===== config.mk =====
export PLATFORM = sky130hd
export DESIGN_NAME = prxso_status_out
export DESIGN_NICKNAME = d
export VERILOG_FILES = /design/src/design/prxso_pkg.sv /design/src/design/prxso_edge_if.sv /design/src/design/prxso_status_out.sv /design/src/design/prxso_pin_sync.sv
export VERILOG_INCLUDE_DIRS = /design/src /design/src/design
export SDC_FILE = /design/constraint.sdc
export NUM_CORES = 1
export LEC_CHECK = 0
export BUFFER_PORTS_ARGS = -buffer_cell sky130_fd_sc_hd__buf_2
export CAP_MARGIN = 40
export CORE_ASPECT_RATIO = 0.8
export CORE_MARGIN = 1
export CORE_UTILIZATION = 39
export CTS_CLUSTER_SIZE = 14
export DETAILED_ROUTE_END_ITERATION = 7
export PLACE_DENSITY_LB_ADDON = 0.05
export SLEW_MARGIN = 15
export SYNTH_ARGS = -nofsm -noshare
export SYNTH_HDL_FRONTEND = slang
export SYNTH_SLANG_ARGS = --single-unit
export TNS_END_PERCENT = 50

===== constraint.sdc =====
create_clock -name CLK -period 4.8 [get_ports CLK]
set_clock_uncertainty 0.1 [all_clocks]
set_input_delay 0.24 -clock CLK [delete_from_list [all_inputs] [get_ports CLK]]
set_output_delay 0.24 -clock CLK [all_outputs]
set_load 0.02 [all_outputs]

===== src/design/prxso_regs.svh =====
// Purpose: Register offsets, field positions, reset values and counts for prxso.
// Assumes: Word-aligned plain register port, 32-bit data.
// Notes: Definitions only.
//
// Summary of operation
// - Status pins are strap inputs during reset
// - MII/GMII receive valid launched on rising edge
// - RGMII puts DDR control on valid pin
// - Normal TBI valid carries bit 8, both clocks
// - Dual-clock bit or valid strap picks TBI
// - One-clock TBI valid bit 8 on rise
// - RTBI valid: bit 4 rise, bit 9 fall
// - MII/GMII receive error launched on rising edge
// - RGMII/RTBI receive error pin is undriven
// - TBI error pin carries receive bit 9
// - Overlap pin high during collision, else low
// - Overlap pin not tied to interface clocks
// - Loopback without test forces overlap low
// - TBI/RTBI leave overlap pin undriven
// - Carrier sense when transmit or receive active
// - TBI/RTBI carrier pin becomes comma flag
// - TBI comma flag update edges follow Dual_clock_ten_bit_sel, RTBI on rise only
// - Rising clock odd groups, even clock even
// - Normal TBI drives even clock on transmit pin
`ifndef PRXSO_REGS_SVH
`define PRXSO_REGS_SVH

`define PRXSO_CTRL_ADDR 8'h00
`define PRXSO_STAT_ADDR 8'h04

`define PRXSO_CTRL_MODE_LSB 0
`define PRXSO_CTRL_MODE_MSB 2
`define PRXSO_CTRL_DUAL_CLOCK_TEN_BIT_SEL_BIT 3
`define PRXSO_CTRL_DLB_BIT 4
`define PRXSO_CTRL_COLTEST_BIT 5

`define PRXSO_STAT_STRAP_LSB 0
`define PRXSO_STAT_STRAP_MSB 3
`define PRXSO_STAT_DRIVE_BIT 4
`define PRXSO_STAT_RECEIVE_CLOCK_BIT 5
`define PRXSO_STAT_TRANSMIT_CLOCK_PIN_BIT 6
`define PRXSO_STAT_MODE_LSB 8
`define PRXSO_STAT_MODE_MSB 10

`define PRXSO_CTRL_MODE_RST 3'h1
`define PRXSO_CTRL_DLB_RST 1'h0
`define PRXSO_CTRL_COLTEST_RST 1'h0
`define PRXSO_STRAP_SETTLE 4'h3

`endif


===== src/design/prxso_pkg.sv =====
// Purpose: Types and shared decode functions for prxso.
// Assumes: Nothing beyond the mode encodings below.
// Notes: Mode codes are Gray along MII-GMII-TBI-RGMII-RTBI.
package prxso_pkg;

    typedef enum logic [2:0] {
        PRXSO_MII = 3'h0,
        PRXSO_GMII = 3'h1,
        PRXSO_TBI = 3'h3,
        PRXSO_RGMII = 3'h2,
        PRXSO_RTBI = 3'h6
    } prxso_mode_e;

    typedef enum logic [1:0] {
        PRXSO_HOLD = 2'h0,
        PRXSO_SETTLE = 2'h1,
        PRXSO_DRIVE = 2'h3
    } prxso_boot_e;

    function automatic logic prxso_is_tenbit(input prxso_mode_e m);
        return (m == PRXSO_TBI) || (m == PRXSO_RTBI);
    endfunction : prxso_is_tenbit

    // Unknown codes fall back to MII
    function automatic prxso_mode_e prxso_mode_of(input logic [2:0] v);
        prxso_mode_e m;
        m = PRXSO_MII;
        case (v)
            3'h1: m = PRXSO_GMII;
            3'h2: m = PRXSO_RGMII;
            3'h3: m = PRXSO_TBI;
            3'h6: m = PRXSO_RTBI;
            default: m = PRXSO_MII;
        endcase
        return m;
    endfunction : prxso_mode_of

    // One update slot of a ten-bit style output
    function automatic logic prxso_tick(input prxso_mode_e m, input logic rate,
                                        input logic rise, input logic fall);
        logic t;
        t = 1'b0;
        if (m == PRXSO_TBI) begin
            t = rise || (rate && fall);
        end else if (m == PRXSO_RTBI) begin
            t = rise;
        end
        return t;
    endfunction : prxso_tick

endpackage : prxso_pkg


===== src/design/prxso_edge_if.sv =====
// Purpose: Carries synchronised pin levels and clock edges to the core.
// Assumes: All members in the CLK domain.
// Notes: rise and fall are one-cycle pulses.
`timescale 1ns/10ps
interface prxso_edge_if;
    logic rise;
    logic fall;
    logic level;
    logic [3:0] straps;
    logic transmit_clock_pin_level;
    modport src (output rise, output fall, output level, output straps, output transmit_clock_pin_level);
    modport dst (input rise, input fall, input level, input straps, input transmit_clock_pin_level);
endinterface : prxso_edge_if


===== src/design/prxso_status_out.sv =====
// Purpose: Receive status pins (valid, error, overlap, carrier/comma) per mode.
// Assumes: RECEIVE_DATA and the activity flags come from CLK-domain logic.
// Notes: Receive clock is sampled, its edges pace the valid, error and comma pin updates.
`timescale 1ns/10ps
`include "prxso_regs.svh"
module prxso_status_out
    import prxso_pkg::*;
#(
    parameter int ADDR_W = 8,
    parameter int DATA_W = 32
)
(
    input wire logic CLK,
    input wire logic RST,
    input wire logic CE,
    input wire logic [ADDR_W-1:0] ADDR,
    input wire logic [DATA_W-1:0] WDATA,
    input wire logic WR,
    input wire logic RD,
    output logic [DATA_W-1:0] RDATA,
    input wire logic RECEIVE_CLOCK,
    input wire logic [9:0] RECEIVE_DATA,
    input wire logic RX_VALID,
    input wire logic RX_ERROR,
    input wire logic TX_ACTIVE,
    input wire logic RX_ACTIVE,
    input wire logic COLLISION,
    input wire logic COMMA_DET,
    input wire logic RECEIVE_VALID_PIN_I,
    output logic RECEIVE_VALID_PIN_O,
    output logic RECEIVE_VALID_PIN_OE_N,
    input wire logic RECEIVE_ERROR_PIN_I,
    output logic RECEIVE_ERROR_PIN_O,
    output logic RECEIVE_ERROR_PIN_OE_N,
    input wire logic OVERLAP_PIN_I,
    output logic OVERLAP_PIN_O,
    output logic OVERLAP_PIN_OE_N,
    input wire logic CARRIER_SENSE_I,
    output logic CARRIER_SENSE_O,
    output logic CARRIER_SENSE_OE_N,
    input wire logic TRANSMIT_CLOCK_PIN_I,
    output logic TRANSMIT_CLOCK_PIN_O,
    output logic TRANSMIT_CLOCK_PIN_OE_N
);
    prxso_edge_if e ();

    prxso_boot_e boot_r;
    logic [3:0] settle_r;
    logic drive_en_r;
    logic [3:0] straps_r;
    prxso_mode_e mode_r;
    logic dual_clock_ten_bit_sel_r;
    logic dlb_r;
    logic coltest_r;
    logic dv_r;
    logic er_r;
    logic col_r;
    logic crs_r;
    logic transmit_clock_pin_r;
    logic dv_oen_r;
    logic er_oen_r;
    logic col_oen_r;
    logic crs_oen_r;
    logic transmit_clock_pin_oen_r;
    logic [DATA_W-1:0] rdata_r;
    logic wr_ctrl;
    logic tick;
    logic ten_bit;

    prxso_pin_sync u_sync (
        .clk(CLK),
        .rst(RST),
        .ce(CE),
        .rx_clock_pin(RECEIVE_CLOCK),
        .strap_pins({CARRIER_SENSE_I, OVERLAP_PIN_I, RECEIVE_ERROR_PIN_I,
                     RECEIVE_VALID_PIN_I}),
        .transmit_clock_pin_pin(TRANSMIT_CLOCK_PIN_I),
        .e(e.src)
    );

    assign wr_ctrl = WR && (ADDR == `PRXSO_CTRL_ADDR);
    assign tick = prxso_tick(mode_r, dual_clock_ten_bit_sel_r, e.rise, e.fall);
    assign ten_bit = prxso_is_tenbit(mode_r);

    // Pins stay undriven until the synchronised straps have settled
    always_ff @(posedge CLK or posedge RST) begin
        if (RST) begin
            boot_r <= PRXSO_HOLD;
            settle_r <= 4'h0;
            drive_en_r <= 1'b0;
            straps_r <= 4'h0;
        end else if (CE) begin
            case (boot_r)
                PRXSO_HOLD: begin
                    boot_r <= PRXSO_SETTLE;
                    settle_r <= 4'h0;
                end
                PRXSO_SETTLE: begin
                    settle_r <= settle_r + 4'h1;
                    if (settle_r == `PRXSO_STRAP_SETTLE) begin
                        straps_r <= e.straps;
                        drive_en_r <= 1'b1;
                        boot_r <= PRXSO_DRIVE;
                    end
                end
                default: begin
                    boot_r <= PRXSO_DRIVE;
                end
            endcase
        end
    end

    // Control register; valid strap seeds the Dual_clock_ten_bit_sel
    always_ff @(posedge CLK or posedge RST) begin
        if (RST) begin
            mode_r <= prxso_mode_e'(`PRXSO_CTRL_MODE_RST);
            dual_clock_ten_bit_sel_r <= 1'b0;
            dlb_r <= `PRXSO_CTRL_DLB_RST;
            coltest_r <= `PRXSO_CTRL_COLTEST_RST;
        end else if (CE) begin
            if (wr_ctrl) begin
                mode_r <= prxso_mode_of(WDATA[`PRXSO_CTRL_MODE_MSB:`PRXSO_CTRL_MODE_LSB]);
                dual_clock_ten_bit_sel_r <= WDATA[`PRXSO_CTRL_DUAL_CLOCK_TEN_BIT_SEL_BIT];
                dlb_r <= WDATA[`PRXSO_CTRL_DLB_BIT];
                coltest_r <= WDATA[`PRXSO_CTRL_COLTEST_BIT];
            end else if (boot_r == PRXSO_SETTLE && settle_r == `PRXSO_STRAP_SETTLE) begin
                dual_clock_ten_bit_sel_r <= e.straps[0];
            end
        end
    end

    // Read data stands for one cycle only
    always_ff @(posedge CLK or posedge RST) begin
        if (RST) begin
            rdata_r <= '0;
        end else if (CE) begin
            rdata_r <= '0;
            if (RD && ADDR == `PRXSO_CTRL_ADDR) begin
                rdata_r[`PRXSO_CTRL_MODE_MSB:`PRXSO_CTRL_MODE_LSB] <= mode_r;
                rdata_r[`PRXSO_CTRL_DUAL_CLOCK_TEN_BIT_SEL_BIT] <= dual_clock_ten_bit_sel_r;
                rdata_r[`PRXSO_CTRL_DLB_BIT] <= dlb_r;
                rdata_r[`PRXSO_CTRL_COLTEST_BIT] <= coltest_r;
            end else if (RD && ADDR == `PRXSO_STAT_ADDR) begin
                rdata_r[`PRXSO_STAT_STRAP_MSB:`PRXSO_STAT_STRAP_LSB] <= straps_r;
                rdata_r[`PRXSO_STAT_DRIVE_BIT] <= drive_en_r;
                rdata_r[`PRXSO_STAT_RECEIVE_CLOCK_BIT] <= e.level;
                rdata_r[`PRXSO_STAT_TRANSMIT_CLOCK_PIN_BIT] <= e.transmit_clock_pin_level;
                rdata_r[`PRXSO_STAT_MODE_MSB:`PRXSO_STAT_MODE_LSB] <= mode_r;
            end
        end
    end

    // Receive valid pin
    always_ff @(posedge CLK or posedge RST) begin
        if (RST) begin
            dv_r <= 1'b0;
        end else if (CE) begin
            case (mode_r)
                PRXSO_MII, PRXSO_GMII: begin
                    if (e.rise) dv_r <= RX_VALID;
                end
                PRXSO_RGMII: begin
                    if (e.rise) dv_r <= RX_VALID;
                    else if (e.fall) dv_r <= RX_VALID ^ RX_ERROR;
                end
                PRXSO_TBI: begin
                    if (tick) dv_r <= RECEIVE_DATA[8];
                end
                default: begin
                    if (e.rise) dv_r <= RECEIVE_DATA[4];
                    else if (e.fall) dv_r <= RECEIVE_DATA[9];
                end
            endcase
        end
    end

    // Receive error pin
    always_ff @(posedge CLK or posedge RST) begin
        if (RST) begin
            er_r <= 1'b0;
        end else if (CE) begin
            if ((mode_r == PRXSO_MII || mode_r == PRXSO_GMII) && e.rise) begin
                er_r <= RX_ERROR;
            end else if (mode_r == PRXSO_TBI && tick) begin
                er_r <= RECEIVE_DATA[9];
            end
        end
    end

    // Overlap follows the CLK domain, not the receive clock
    always_ff @(posedge CLK or posedge RST) begin
        if (RST) begin
            col_r <= 1'b0;
        end else if (CE) begin
            if (dlb_r) begin
                col_r <= coltest_r && TX_ACTIVE;
            end else begin
                col_r <= COLLISION;
            end
        end
    end

    // Carrier sense or comma flag
    always_ff @(posedge CLK or posedge RST) begin
        if (RST) begin
            crs_r <= 1'b0;
        end else if (CE) begin
            if (!ten_bit) begin
                crs_r <= TX_ACTIVE || RX_ACTIVE;
            end else if (tick) begin
                crs_r <= COMMA_DET;
            end
        end
    end

    // Even-group clock is the sampled receive clock inverted
    always_ff @(posedge CLK or posedge RST) begin
        if (RST) begin
            transmit_clock_pin_r <= 1'b0;
        end else if (CE) begin
            transmit_clock_pin_r <= !e.level;
        end
    end

    // Output enables, all low-active
    always_ff @(posedge CLK or posedge RST) begin
        if (RST) begin
            dv_oen_r <= 1'b1;
            er_oen_r <= 1'b1;
            col_oen_r <= 1'b1;
            crs_oen_r <= 1'b1;
            transmit_clock_pin_oen_r <= 1'b1;
        end else if (CE) begin
            dv_oen_r <= !drive_en_r;
            er_oen_r <= !drive_en_r || mode_r == PRXSO_RGMII || mode_r == PRXSO_RTBI;
            col_oen_r <= !drive_en_r || ten_bit;
            crs_oen_r <= !drive_en_r;
            transmit_clock_pin_oen_r <= !(drive_en_r && mode_r == PRXSO_TBI && dual_clock_ten_bit_sel_r);
        end
    end

    assign RDATA = rdata_r;
    assign RECEIVE_VALID_PIN_O = dv_r;
    assign RECEIVE_VALID_PIN_OE_N = dv_oen_r;
    assign RECEIVE_ERROR_PIN_O = er_r;
    assign RECEIVE_ERROR_PIN_OE_N = er_oen_r;
    assign OVERLAP_PIN_O = col_r;
    assign OVERLAP_PIN_OE_N = col_oen_r;
    assign CARRIER_SENSE_O = crs_r;
    assign CARRIER_SENSE_OE_N = crs_oen_r;
    assign TRANSMIT_CLOCK_PIN_O = transmit_clock_pin_r;
    assign TRANSMIT_CLOCK_PIN_OE_N = transmit_clock_pin_oen_r;

    chk_straps_undriven: assert property (@(posedge CLK) disable iff (RST)
        CE && !drive_en_r |=> dv_oen_r && er_oen_r && col_oen_r && crs_oen_r)
        else $error("strap pin driven before release");
    chk_strap_latch: assert property (@(posedge CLK) disable iff (RST)
        CE && $rose(drive_en_r) |-> straps_r == $past(e.straps))
        else $error("straps not latched at drive enable");
    chk_gmii_valid: assert property (@(posedge CLK) disable iff (RST)
        CE && e.rise && (mode_r == PRXSO_GMII || mode_r == PRXSO_MII)
        |=> dv_r == $past(RX_VALID))
        else $error("valid not launched on rise");
    chk_rgmii_ctl: assert property (@(posedge CLK) disable iff (RST)
        CE && e.fall && mode_r == PRXSO_RGMII |=> dv_r == ($past(RX_VALID) ^ $past(RX_ERROR)))
        else $error("ddr control wrong on fall");
    chk_dual_clock_ten_bit_sel: assert property (@(posedge CLK) disable iff (RST)
        CE && mode_r == PRXSO_TBI && e.fall |=> dv_r == ($past(dual_clock_ten_bit_sel_r)
            ? $past(RECEIVE_DATA[8]) : $past(dv_r)))
        else $error("tbi valid updated on wrong edge");
    chk_rtbi_split: assert property (@(posedge CLK) disable iff (RST)
        CE && mode_r == PRXSO_RTBI && (e.rise || e.fall)
        |=> dv_r == ($past(e.rise) ? $past(RECEIVE_DATA[4]) : $past(RECEIVE_DATA[9])))
        else $error("rtbi valid halves wrong");
    chk_error_hiz: assert property (@(posedge CLK) disable iff (RST)
        CE && (mode_r == PRXSO_RGMII || mode_r == PRXSO_RTBI) |=> er_oen_r)
        else $error("error pin driven in ddr mode");
    chk_tbi_error: assert property (@(posedge CLK) disable iff (RST)
        CE && mode_r == PRXSO_TBI && e.rise |=> er_r == $past(RECEIVE_DATA[9]))
        else $error("tbi error bit wrong");
    chk_loop_quiet: assert property (@(posedge CLK) disable iff (RST)
        CE && dlb_r && !coltest_r |=> !col_r)
        else $error("overlap not low in loopback");
    chk_overlap_hiz: assert property (@(posedge CLK) disable iff (RST)
        CE && ten_bit |=> col_oen_r)
        else $error("overlap driven in ten-bit mode");
    chk_carrier_or: assert property (@(posedge CLK) disable iff (RST)
        CE && !ten_bit |=> crs_r == ($past(TX_ACTIVE) || $past(RX_ACTIVE)))
        else $error("carrier sense wrong");
    chk_even_clock: assert property (@(posedge CLK) disable iff (RST)
        CE && drive_en_r && mode_r == PRXSO_TBI && dual_clock_ten_bit_sel_r
        |=> !transmit_clock_pin_oen_r && transmit_clock_pin_r == !$past(e.level))
        else $error("even clock not driven");

    // Drive enables and the dual-clock select
    chk_oen_release: assert property (@(posedge CLK) disable iff (RST)
        CE && drive_en_r |=> !dv_oen_r && !crs_oen_r)
        else $error("strap pin not driven after release");
    chk_rate_strap: assert property (@(posedge CLK) disable iff (RST)
        CE && boot_r == PRXSO_SETTLE && settle_r == `PRXSO_STRAP_SETTLE && !wr_ctrl
        |=> dual_clock_ten_bit_sel_r == $past(e.straps[0]))
        else $error("dual-clock select not seeded from strap");
    chk_rate_write: assert property (@(posedge CLK) disable iff (RST)
        CE && wr_ctrl |=> dual_clock_ten_bit_sel_r == $past(WDATA[`PRXSO_CTRL_DUAL_CLOCK_TEN_BIT_SEL_BIT]))
        else $error("dual-clock select not written");
    chk_error_drive: assert property (@(posedge CLK) disable iff (RST)
        CE && drive_en_r
        && (mode_r == PRXSO_MII || mode_r == PRXSO_GMII || mode_r == PRXSO_TBI) |=> !er_oen_r)
        else $error("error pin not driven");
    chk_overlap_drive: assert property (@(posedge CLK) disable iff (RST)
        CE && drive_en_r && !ten_bit |=> !col_oen_r)
        else $error("overlap pin not driven");
    chk_even_hiz: assert property (@(posedge CLK) disable iff (RST)
        CE && !(mode_r == PRXSO_TBI && dual_clock_ten_bit_sel_r) |=> transmit_clock_pin_oen_r)
        else $error("transmit pin driven outside dual-clock mode");

    // Update slots of the status pins
    chk_tbi_rise: assert property (@(posedge CLK) disable iff (RST)
        CE && mode_r == PRXSO_TBI && e.rise |=> dv_r == $past(RECEIVE_DATA[8]))
        else $error("tbi valid not launched on rise");
    chk_rgmii_rise: assert property (@(posedge CLK) disable iff (RST)
        CE && mode_r == PRXSO_RGMII && e.rise |=> dv_r == $past(RX_VALID))
        else $error("ddr control wrong on rise");
    chk_mii_error: assert property (@(posedge CLK) disable iff (RST)
        CE && e.rise && (mode_r == PRXSO_MII || mode_r == PRXSO_GMII)
        |=> er_r == $past(RX_ERROR))
        else $error("error not launched on rise");
    chk_tbi_even: assert property (@(posedge CLK) disable iff (RST)
        CE && mode_r == PRXSO_TBI && dual_clock_ten_bit_sel_r && e.fall |=> er_r == $past(RECEIVE_DATA[9]))
        else $error("tbi error missed on even edge");
    chk_error_hold: assert property (@(posedge CLK) disable iff (RST)
        CE && mode_r == PRXSO_TBI && !tick |=> $stable(er_r))
        else $error("tbi error changed between slots");
    chk_overlap_follow: assert property (@(posedge CLK) disable iff (RST)
        CE && !dlb_r |=> col_r == $past(COLLISION))
        else $error("overlap does not follow collision");
    chk_overlap_test: assert property (@(posedge CLK) disable iff (RST)
        CE && dlb_r && coltest_r |=> col_r == $past(TX_ACTIVE))
        else $error("overlap test behaviour wrong");
    chk_comma_tick: assert property (@(posedge CLK) disable iff (RST)
        CE && ten_bit && tick |=> crs_r == $past(COMMA_DET))
        else $error("comma flag not updated");
    chk_comma_hold: assert property (@(posedge CLK) disable iff (RST)
        CE && ten_bit && !tick |=> $stable(crs_r))
        else $error("comma flag changed between slots");
endmodule : prxso_status_out


===== src/design/prxso_pin_sync.sv =====
// Purpose: Two-flop synchronisers for pins and receive clock edge finder.
// Assumes: Receive clock well below half the CLK rate.
// Notes: First stage feeds only the second stage.
`timescale 1ns/10ps
module prxso_pin_sync
    import prxso_pkg::*;
(
    input wire logic clk,
    input wire logic rst,
    input wire logic ce,
    input wire logic rx_clock_pin,
    input wire logic [3:0] strap_pins,
    input wire logic transmit_clock_pin_pin,
    prxso_edge_if.src e
);
    logic [5:0] meta_r;
    logic [5:0] sync_r;
    logic last_r;

    always_ff @(posedge clk or posedge rst) begin
        if (rst) begin
            meta_r <= 6'h00;
            sync_r <= 6'h00;
        end else if (ce) begin
            meta_r <= {transmit_clock_pin_pin, strap_pins, rx_clock_pin};
            sync_r <= meta_r;
        end
    end

    always_ff @(posedge clk or posedge rst) begin
        if (rst) begin
            last_r <= 1'b0;
        end else if (ce) begin
            last_r <= sync_r[0];
        end
    end

    assign e.level = sync_r[0];
    assign e.rise = sync_r[0] && !last_r;
    assign e.fall = !sync_r[0] && last_r;
    assign e.straps = sync_r[4:1];
    assign e.transmit_clock_pin_level = sync_r[5];
endmodule : prxso_pin_sync


======== Word-level counts from Yosys, hierarchy flattened ========
Index checks and enable logic that the tools add are counted.
Widths: inputs -> output; s select.
cells by class
  add/subtract/negate cells ............... 1
  equality and inequality tests ........... 16
  mux-type cells .......................... 25
  bitwise operators ....................... 1
  reductions and logical operators ........ 39
operators with widths
  kind                 number
  $mux 1               16
  $eq 3x2->1 const B   4
  $logic_and 1x1->1    12
  $pmux 3 s4           1
  $reduce_and 2->1     6
  $eq 8x3->1 const B   1
  $logic_not 8->1      1
  $ne 2x2->1 const B   4
  $pmux 4 s2           1
  $logic_or 1x1->1     7
  $mux 7               1
  $eq 3x1->1 const B   2
  $eq 3x3->1 const B   2
  $mux 3               2
  $mux 6               1
  $reduce_bool 2->1    3
  $reduce_and 5->1     1
  $add 4x1->4 const B  1
  $eq 4x2->1 const B   1
  $logic_not 1->1      4
  $pmux 2 s2           1
  $logic_not 3->1      1
  $ne 3x3->1 const B   1
  $pmux 1 s3           1
  other kinds (7)      7
word-level totals
  bits in registers ....................... 49
  bits of input ports ..................... 67

======== Depth between registers and ports, before layout ========
  word-level depth ........................ 8
  depth in mapped cells ................... 6
  depth with buffers taken out ............ 6

======== By module ========
Synthesis repeated with hierarchy kept, for this count alone.
second synthesis, totals
  cells, all modules ...................... 217
  area total of the unflattened synthesis .. 2531.2 µm²
modules (own cells, without submodules)
  module            times used  cells an instance  area each (µm²)  seq. area each (µm²)
  prxso_status_out  1           187                1994.4           907.1
  prxso_pin_sync    1           30                 536.8            325.3

======== Worst setup path after synthesis ========
OpenSTA, ideal clock, no wires.
  path kind ............................... register -> register
  start point ............................. reg mode_r[0]
  end point ............................... reg crs_r, in the netlist CARRIER_SENSE_O
  library setup time ...................... 0.125 ns
  arrival ................................. 1.357 ns
  data required time ...................... 4.575 ns
  setup slack ............................. 3.218 ns
  stages on the path, launching flop included .. 6
  cells stage by stage .................... dfstp_2 > buf_2 > nor2b_1 > a21oi_1 > o21ai_0 > mux2_2
between the ends
  longest elaborated chain between the ends .. 5
  elaborated cells between the ends (all ways) .. 8
RTL lines
  what                        RTL line                          text
  start, declared             prxso_status_out.sv:51            prxso_mode_e mode_r;
  start signal, assigned      prxso_status_out.sv:116           mode_r <= prxso_mode_e'(`PRXSO_CTRL_MODE_RST);
  start signal, assigned      prxso_status_out.sv:122           mode_r <= prxso_mode_of(WDATA[`PRXSO_CTRL_MODE_MSB:`PRXSO_CTRL_MODE_LSB]);
  $eq 3x3->1                  prxso_pkg.sv:21, prxso_pkg.sv:45
  $mux 1                      prxso_pkg.sv:45                   end else if (m == PRXSO_RTBI) begin
  $mux 1                      prxso_pkg.sv:43                   if (m == PRXSO_TBI) begin
  $ne 2x2->1 (no line)        -
  $reduce_and 2->1 (no line)  -
  end signal, assigned        prxso_status_out.sv:209           crs_r <= TX_ACTIVE || RX_ACTIVE;
  end, declared               prxso_status_out.sv:58            logic crs_r;
Parallel ways exist; a longest one is shown, timed or not.
A chain may end at the register's enable or synchronous reset.

======== Worst setup path in the final report ========
  start point ............................. reg settle_r[0]
  end point ............................... reg dual_clock_ten_bit_sel_r
between the ends
  longest elaborated chain between the ends .. 4
RTL lines
  what                         RTL line                 text
  start, declared              prxso_status_out.sv:48   logic [3:0] settle_r;
  start signal, assigned       prxso_status_out.sv:99   settle_r <= settle_r + 4'h1;
  $eq 4x2->1 (no line)         -
  $logic_and 1x1->1 (no line)  -
  $reduce_bool 2->1 (no line)  -
  $reduce_and 2->1 (no line)   -
  end signal, assigned         prxso_status_out.sv:123  dual_clock_ten_bit_sel_r <= WDATA[`PRXSO_CTRL_DUAL_CLOCK_TEN_BIT_SEL_BIT];
  end signal, assigned         prxso_status_out.sv:127  dual_clock_ten_bit_sel_r <= e.straps[0];
  end, declared                prxso_status_out.sv:52   logic dual_clock_ten_bit_sel_r;
No other way between the ends.

==> metrics.md <==
| Metric | Value |
|---|---|
| Status | finished, final reports clean |
| XOR/XNOR Fraction of Synth Area | 0.363% |
| Fin Hold WS | 0.0399 ns |
| Num CTS Buffers | 5 |
| Overflow left after global routing | 0 |
| CP Launch Type | register |
| Largest family of logic cells by synthesized area | simple AND/OR/NAND/NOR gates |
| Crit share post-route | 35.6% |
| Maxcap violations | 0 |
| Mux cell area share after synthesis | 12.7% |
| Worst EP required | 4.89 ns |
| Adder-Cell Fraction of Synth Area | 1.56% |
| Simple-Gate Fraction of Synth Area | 13.1% |
| Core Region | 5940 um^2 |
| Crit. End Element | register |
| Final Setup Violations | 0 |
| Inserted Diodes | 0 |
| Die X | 89.9 um |
| Max-slew headroom | 55.0% |
| Fmax | 586 MHz |
| Worst Max-Slew Pin Slew | 0.676 ns |
| Layout cells sized above 1 | 33.7% |
| Root buffer cell | clkbuf_8 |
| Synth warnings | 0 |
| GRT Util Overall | 16.5% |
| CTS H-tree depth | 2 |
| Synth Instances | 218 |
| Die Area | 6500 um^2 |
| Top_reg_cell synth | dfrtp_1 |
| Final ANT Viol Nets | 0 |
| I/O Buffers | 53 |
| Hold Crit Class | primary input to register |
| Yosys reg bits | 49 |
| Clk buf depth | 2 |
| Routed WL | 4.98 mm |
| Setup_tns | 0 ns |
| Synthesized area per cell | 11.1 um^2 |
| Drt first pass iters | 4 |
| Starting DRT DRC Count | 36 |
| Routed length per instance | 14.2 um |
| Via count | 1664 |
| Synth Area in Compound Gates | 10.9% |
| Sequential share of the synthesized area | 51.1% |
| Dominant cell type by area after synthesis | dfrtp_1 |
| Largest net degree at the start of global routing | 37 |
| Leak | 1.32 nW |
| CTS tree | built |
| EDFF count, synth | 0 |
| RSZ-0062 raised after global routing | no |
| Placed cell area | 2660 um^2 |
| GPL Wtd Cong | 0.686 |
| Synth cell types | 41 |
| Reg clk slew, reported paths | 0.09 ns |
| Post-synth ARST share | 100% |
| Final Slew Violations | 0 |
| Final nets | 339 |
| Minimum period implied by the final worst setup slack | 1.71 ns |
| Synth top area share | 45.7% |
| Critical path class | register to register |
| # rows | 25 |
| Peak VDD IR | 0.147 mV |
| Post-CTS sizing | 0 |
| Crit path arrival time | 1.79 ns |
| IO Count | 109 |
| # DRC | 0 |
| Post-DP HPWL | 3.42 mm |
| Area growth, synth to finish | 14.5% |
| First-pass GRT wire length | 8.26 mm |
| Clock Latency Late Sink | 0.30 ns |
| Design Area, Final | 2760 um^2 |
| Die Span Y | 72.3 um |
| P per Cell Area | 373 nW/um^2 |
| CTS Sinks | 49 |
| Drt via density | 4.74 |
| Initial Utilization | 40.6% |
| Setup Buffers After CTS | 0 |
| CP max FO | 6 |
| Initial antenna violation count | 0 |
| Placed Cells incl. Taps | 342 |
| Non-Filler Instances | 351 |
| Vias in the first global route | 1585 |
| Final hold violations | 0 |
| Final Util | 46.5% |
| Top post-synthesis cells by area | dfrtp_1 (46%), mux2_2 (9.3%), buf_4 (7.2%), dfstp_2 (5.4%), mux2i_1 (3.3%) |
| Area of the mapped netlist | 2410 um^2 |
| FILL cells | 591 |
cells in the mapped netlist (all sizes together) (2+ instances only):
master / number
ha: 3
mux2: 20
nor3: 2
nor3b: 2
nand2b: 8
nor4: 2
dfrtp: 44
clkbuf: 4
nand4: 2
inv: 8
buf: 28
a22o: 5
dfstp: 5
nand2: 15
nand3: 4
o21ai: 11
a31oi: 5
nor2: 8
mux2i: 8
o2bb2ai: 6
nor2b: 6
a21oi: 5
and3: 2
state kept, by name, summed over array words and instances, names as in the netlist:
signal and flops:
CARRIER_SENSE_O 1, OVERLAP_PIN_O 1, drive_en_r 1, RECEIVE_ERROR_PIN_OE_N 1, u_sync.last_r 1, settle_r 4
coltest_r 1, mode_r 3, OVERLAP_PIN_OE_N 1, dual_clock_ten_bit_sel_r 1, boot_r 2, RDATA 10
CARRIER_SENSE_OE_N 1, straps_r 4, RECEIVE_ERROR_PIN_O 1, RECEIVE_VALID_PIN_O 1, dlb_r 1, u_sync.meta_r 6
TRANSMIT_CLOCK_PIN_OE_N 1, TRANSMIT_CLOCK_PIN_O 1, u_sync.sync_r 6
critical path, cell delays in order, from the launching register on:
cell	delay, ns
dfrtp_1	0.40
ha_1	0.17
nor2b_1	0.27
nand3_1	0.31
nor3_1	0.27
nor4_1	0.08
final timing paths:
check / slack, ns / start / end / depth (start not counted)
max: 3.09 / settle_r[0] / dual_clock_ten_bit_sel_r / 5
min: 0.04 / WDATA[0] / mode_r[2] / 2
max reg2reg: 3.09 / settle_r[0] / dual_clock_ten_bit_sel_r / 5
min reg2reg: 0.39 / boot_r[1] / boot_r[1] / 1
max in group asynchronous: 3.57 / RST / mode_r[0] / 4
min in group asynchronous: 0.43 / RST / straps_r[0] / 3
power breakdown:
part / switching (mW) / total [mW] / internal (mW)
registers: 0.0542 / 0.549 / 0.495
logic: 0.133 / 0.239 / 0.106
clock network: 0.140 / 0.243 / 0.103
metal layers:
layer	global-route usage, %	wire length (um)	up-vias
li1	-	-	817
met1	24.0	2630	799
met3	3.98	218	5
met4	5.38	48	0
met2	24.3	2080	43
met5	0	0	-
cells by family after synthesis:
family | count (synthesis)
AOI/OAI and AO/OA | 39
xor gates and xnor gates | 1
adders and majority gates | 3
buffers and inverters | 40
DFF | 49
muxes | 28
other | 1
and+or+nand+nor | 57
final cells by class:
type,instances,area (um^2),area share (%)
clock buffers,6,72.6,2.63
clock inverters,2,15.0,0.544
inverters,8,30.0,1.09
multi-input cells,150,1010,36.7
flip-flops and latches,49,1230,44.6
well taps,81,101,3.67
repair buffers,55,295,10.7
layout by cell type, fill, tap and decap left out, drive strengths merged, types with 2 or more instances in the layout:
master     n
buf       54
dfrtp     44
conb      22
mux2      20
nand2     15
o21ai     11
nand2b     8
mux2i      8
nor2       8
inv        8
nor2b      6
o2bb2ai    6
clkbuf     6
dfstp      5
a21oi      5
a22o       5
a31oi      5
nand3      4
ha         3
nor3       2
nand4      2
and3       2
nor3b      2
clkinvlp   2
nor4       2
repair_timing:
action | in CTS | in global routing
hold buffers | 1 | 0
hold endpoints to repair | 19 | 0
setup endpoints to repair | 0 | 0
through the flow:
step / power (mW) / setup WS [ns]
detailed placement: 0.798 / 2.78
global route: 1.11 / 2.93
global placement: 0.791 / 2.75
CTS: 1.05 / 3.08
floorplan: 0.739 / 3.22
finish: 1.03 / 3.09
No activity file was read; power rests on OpenSTA's default activity.
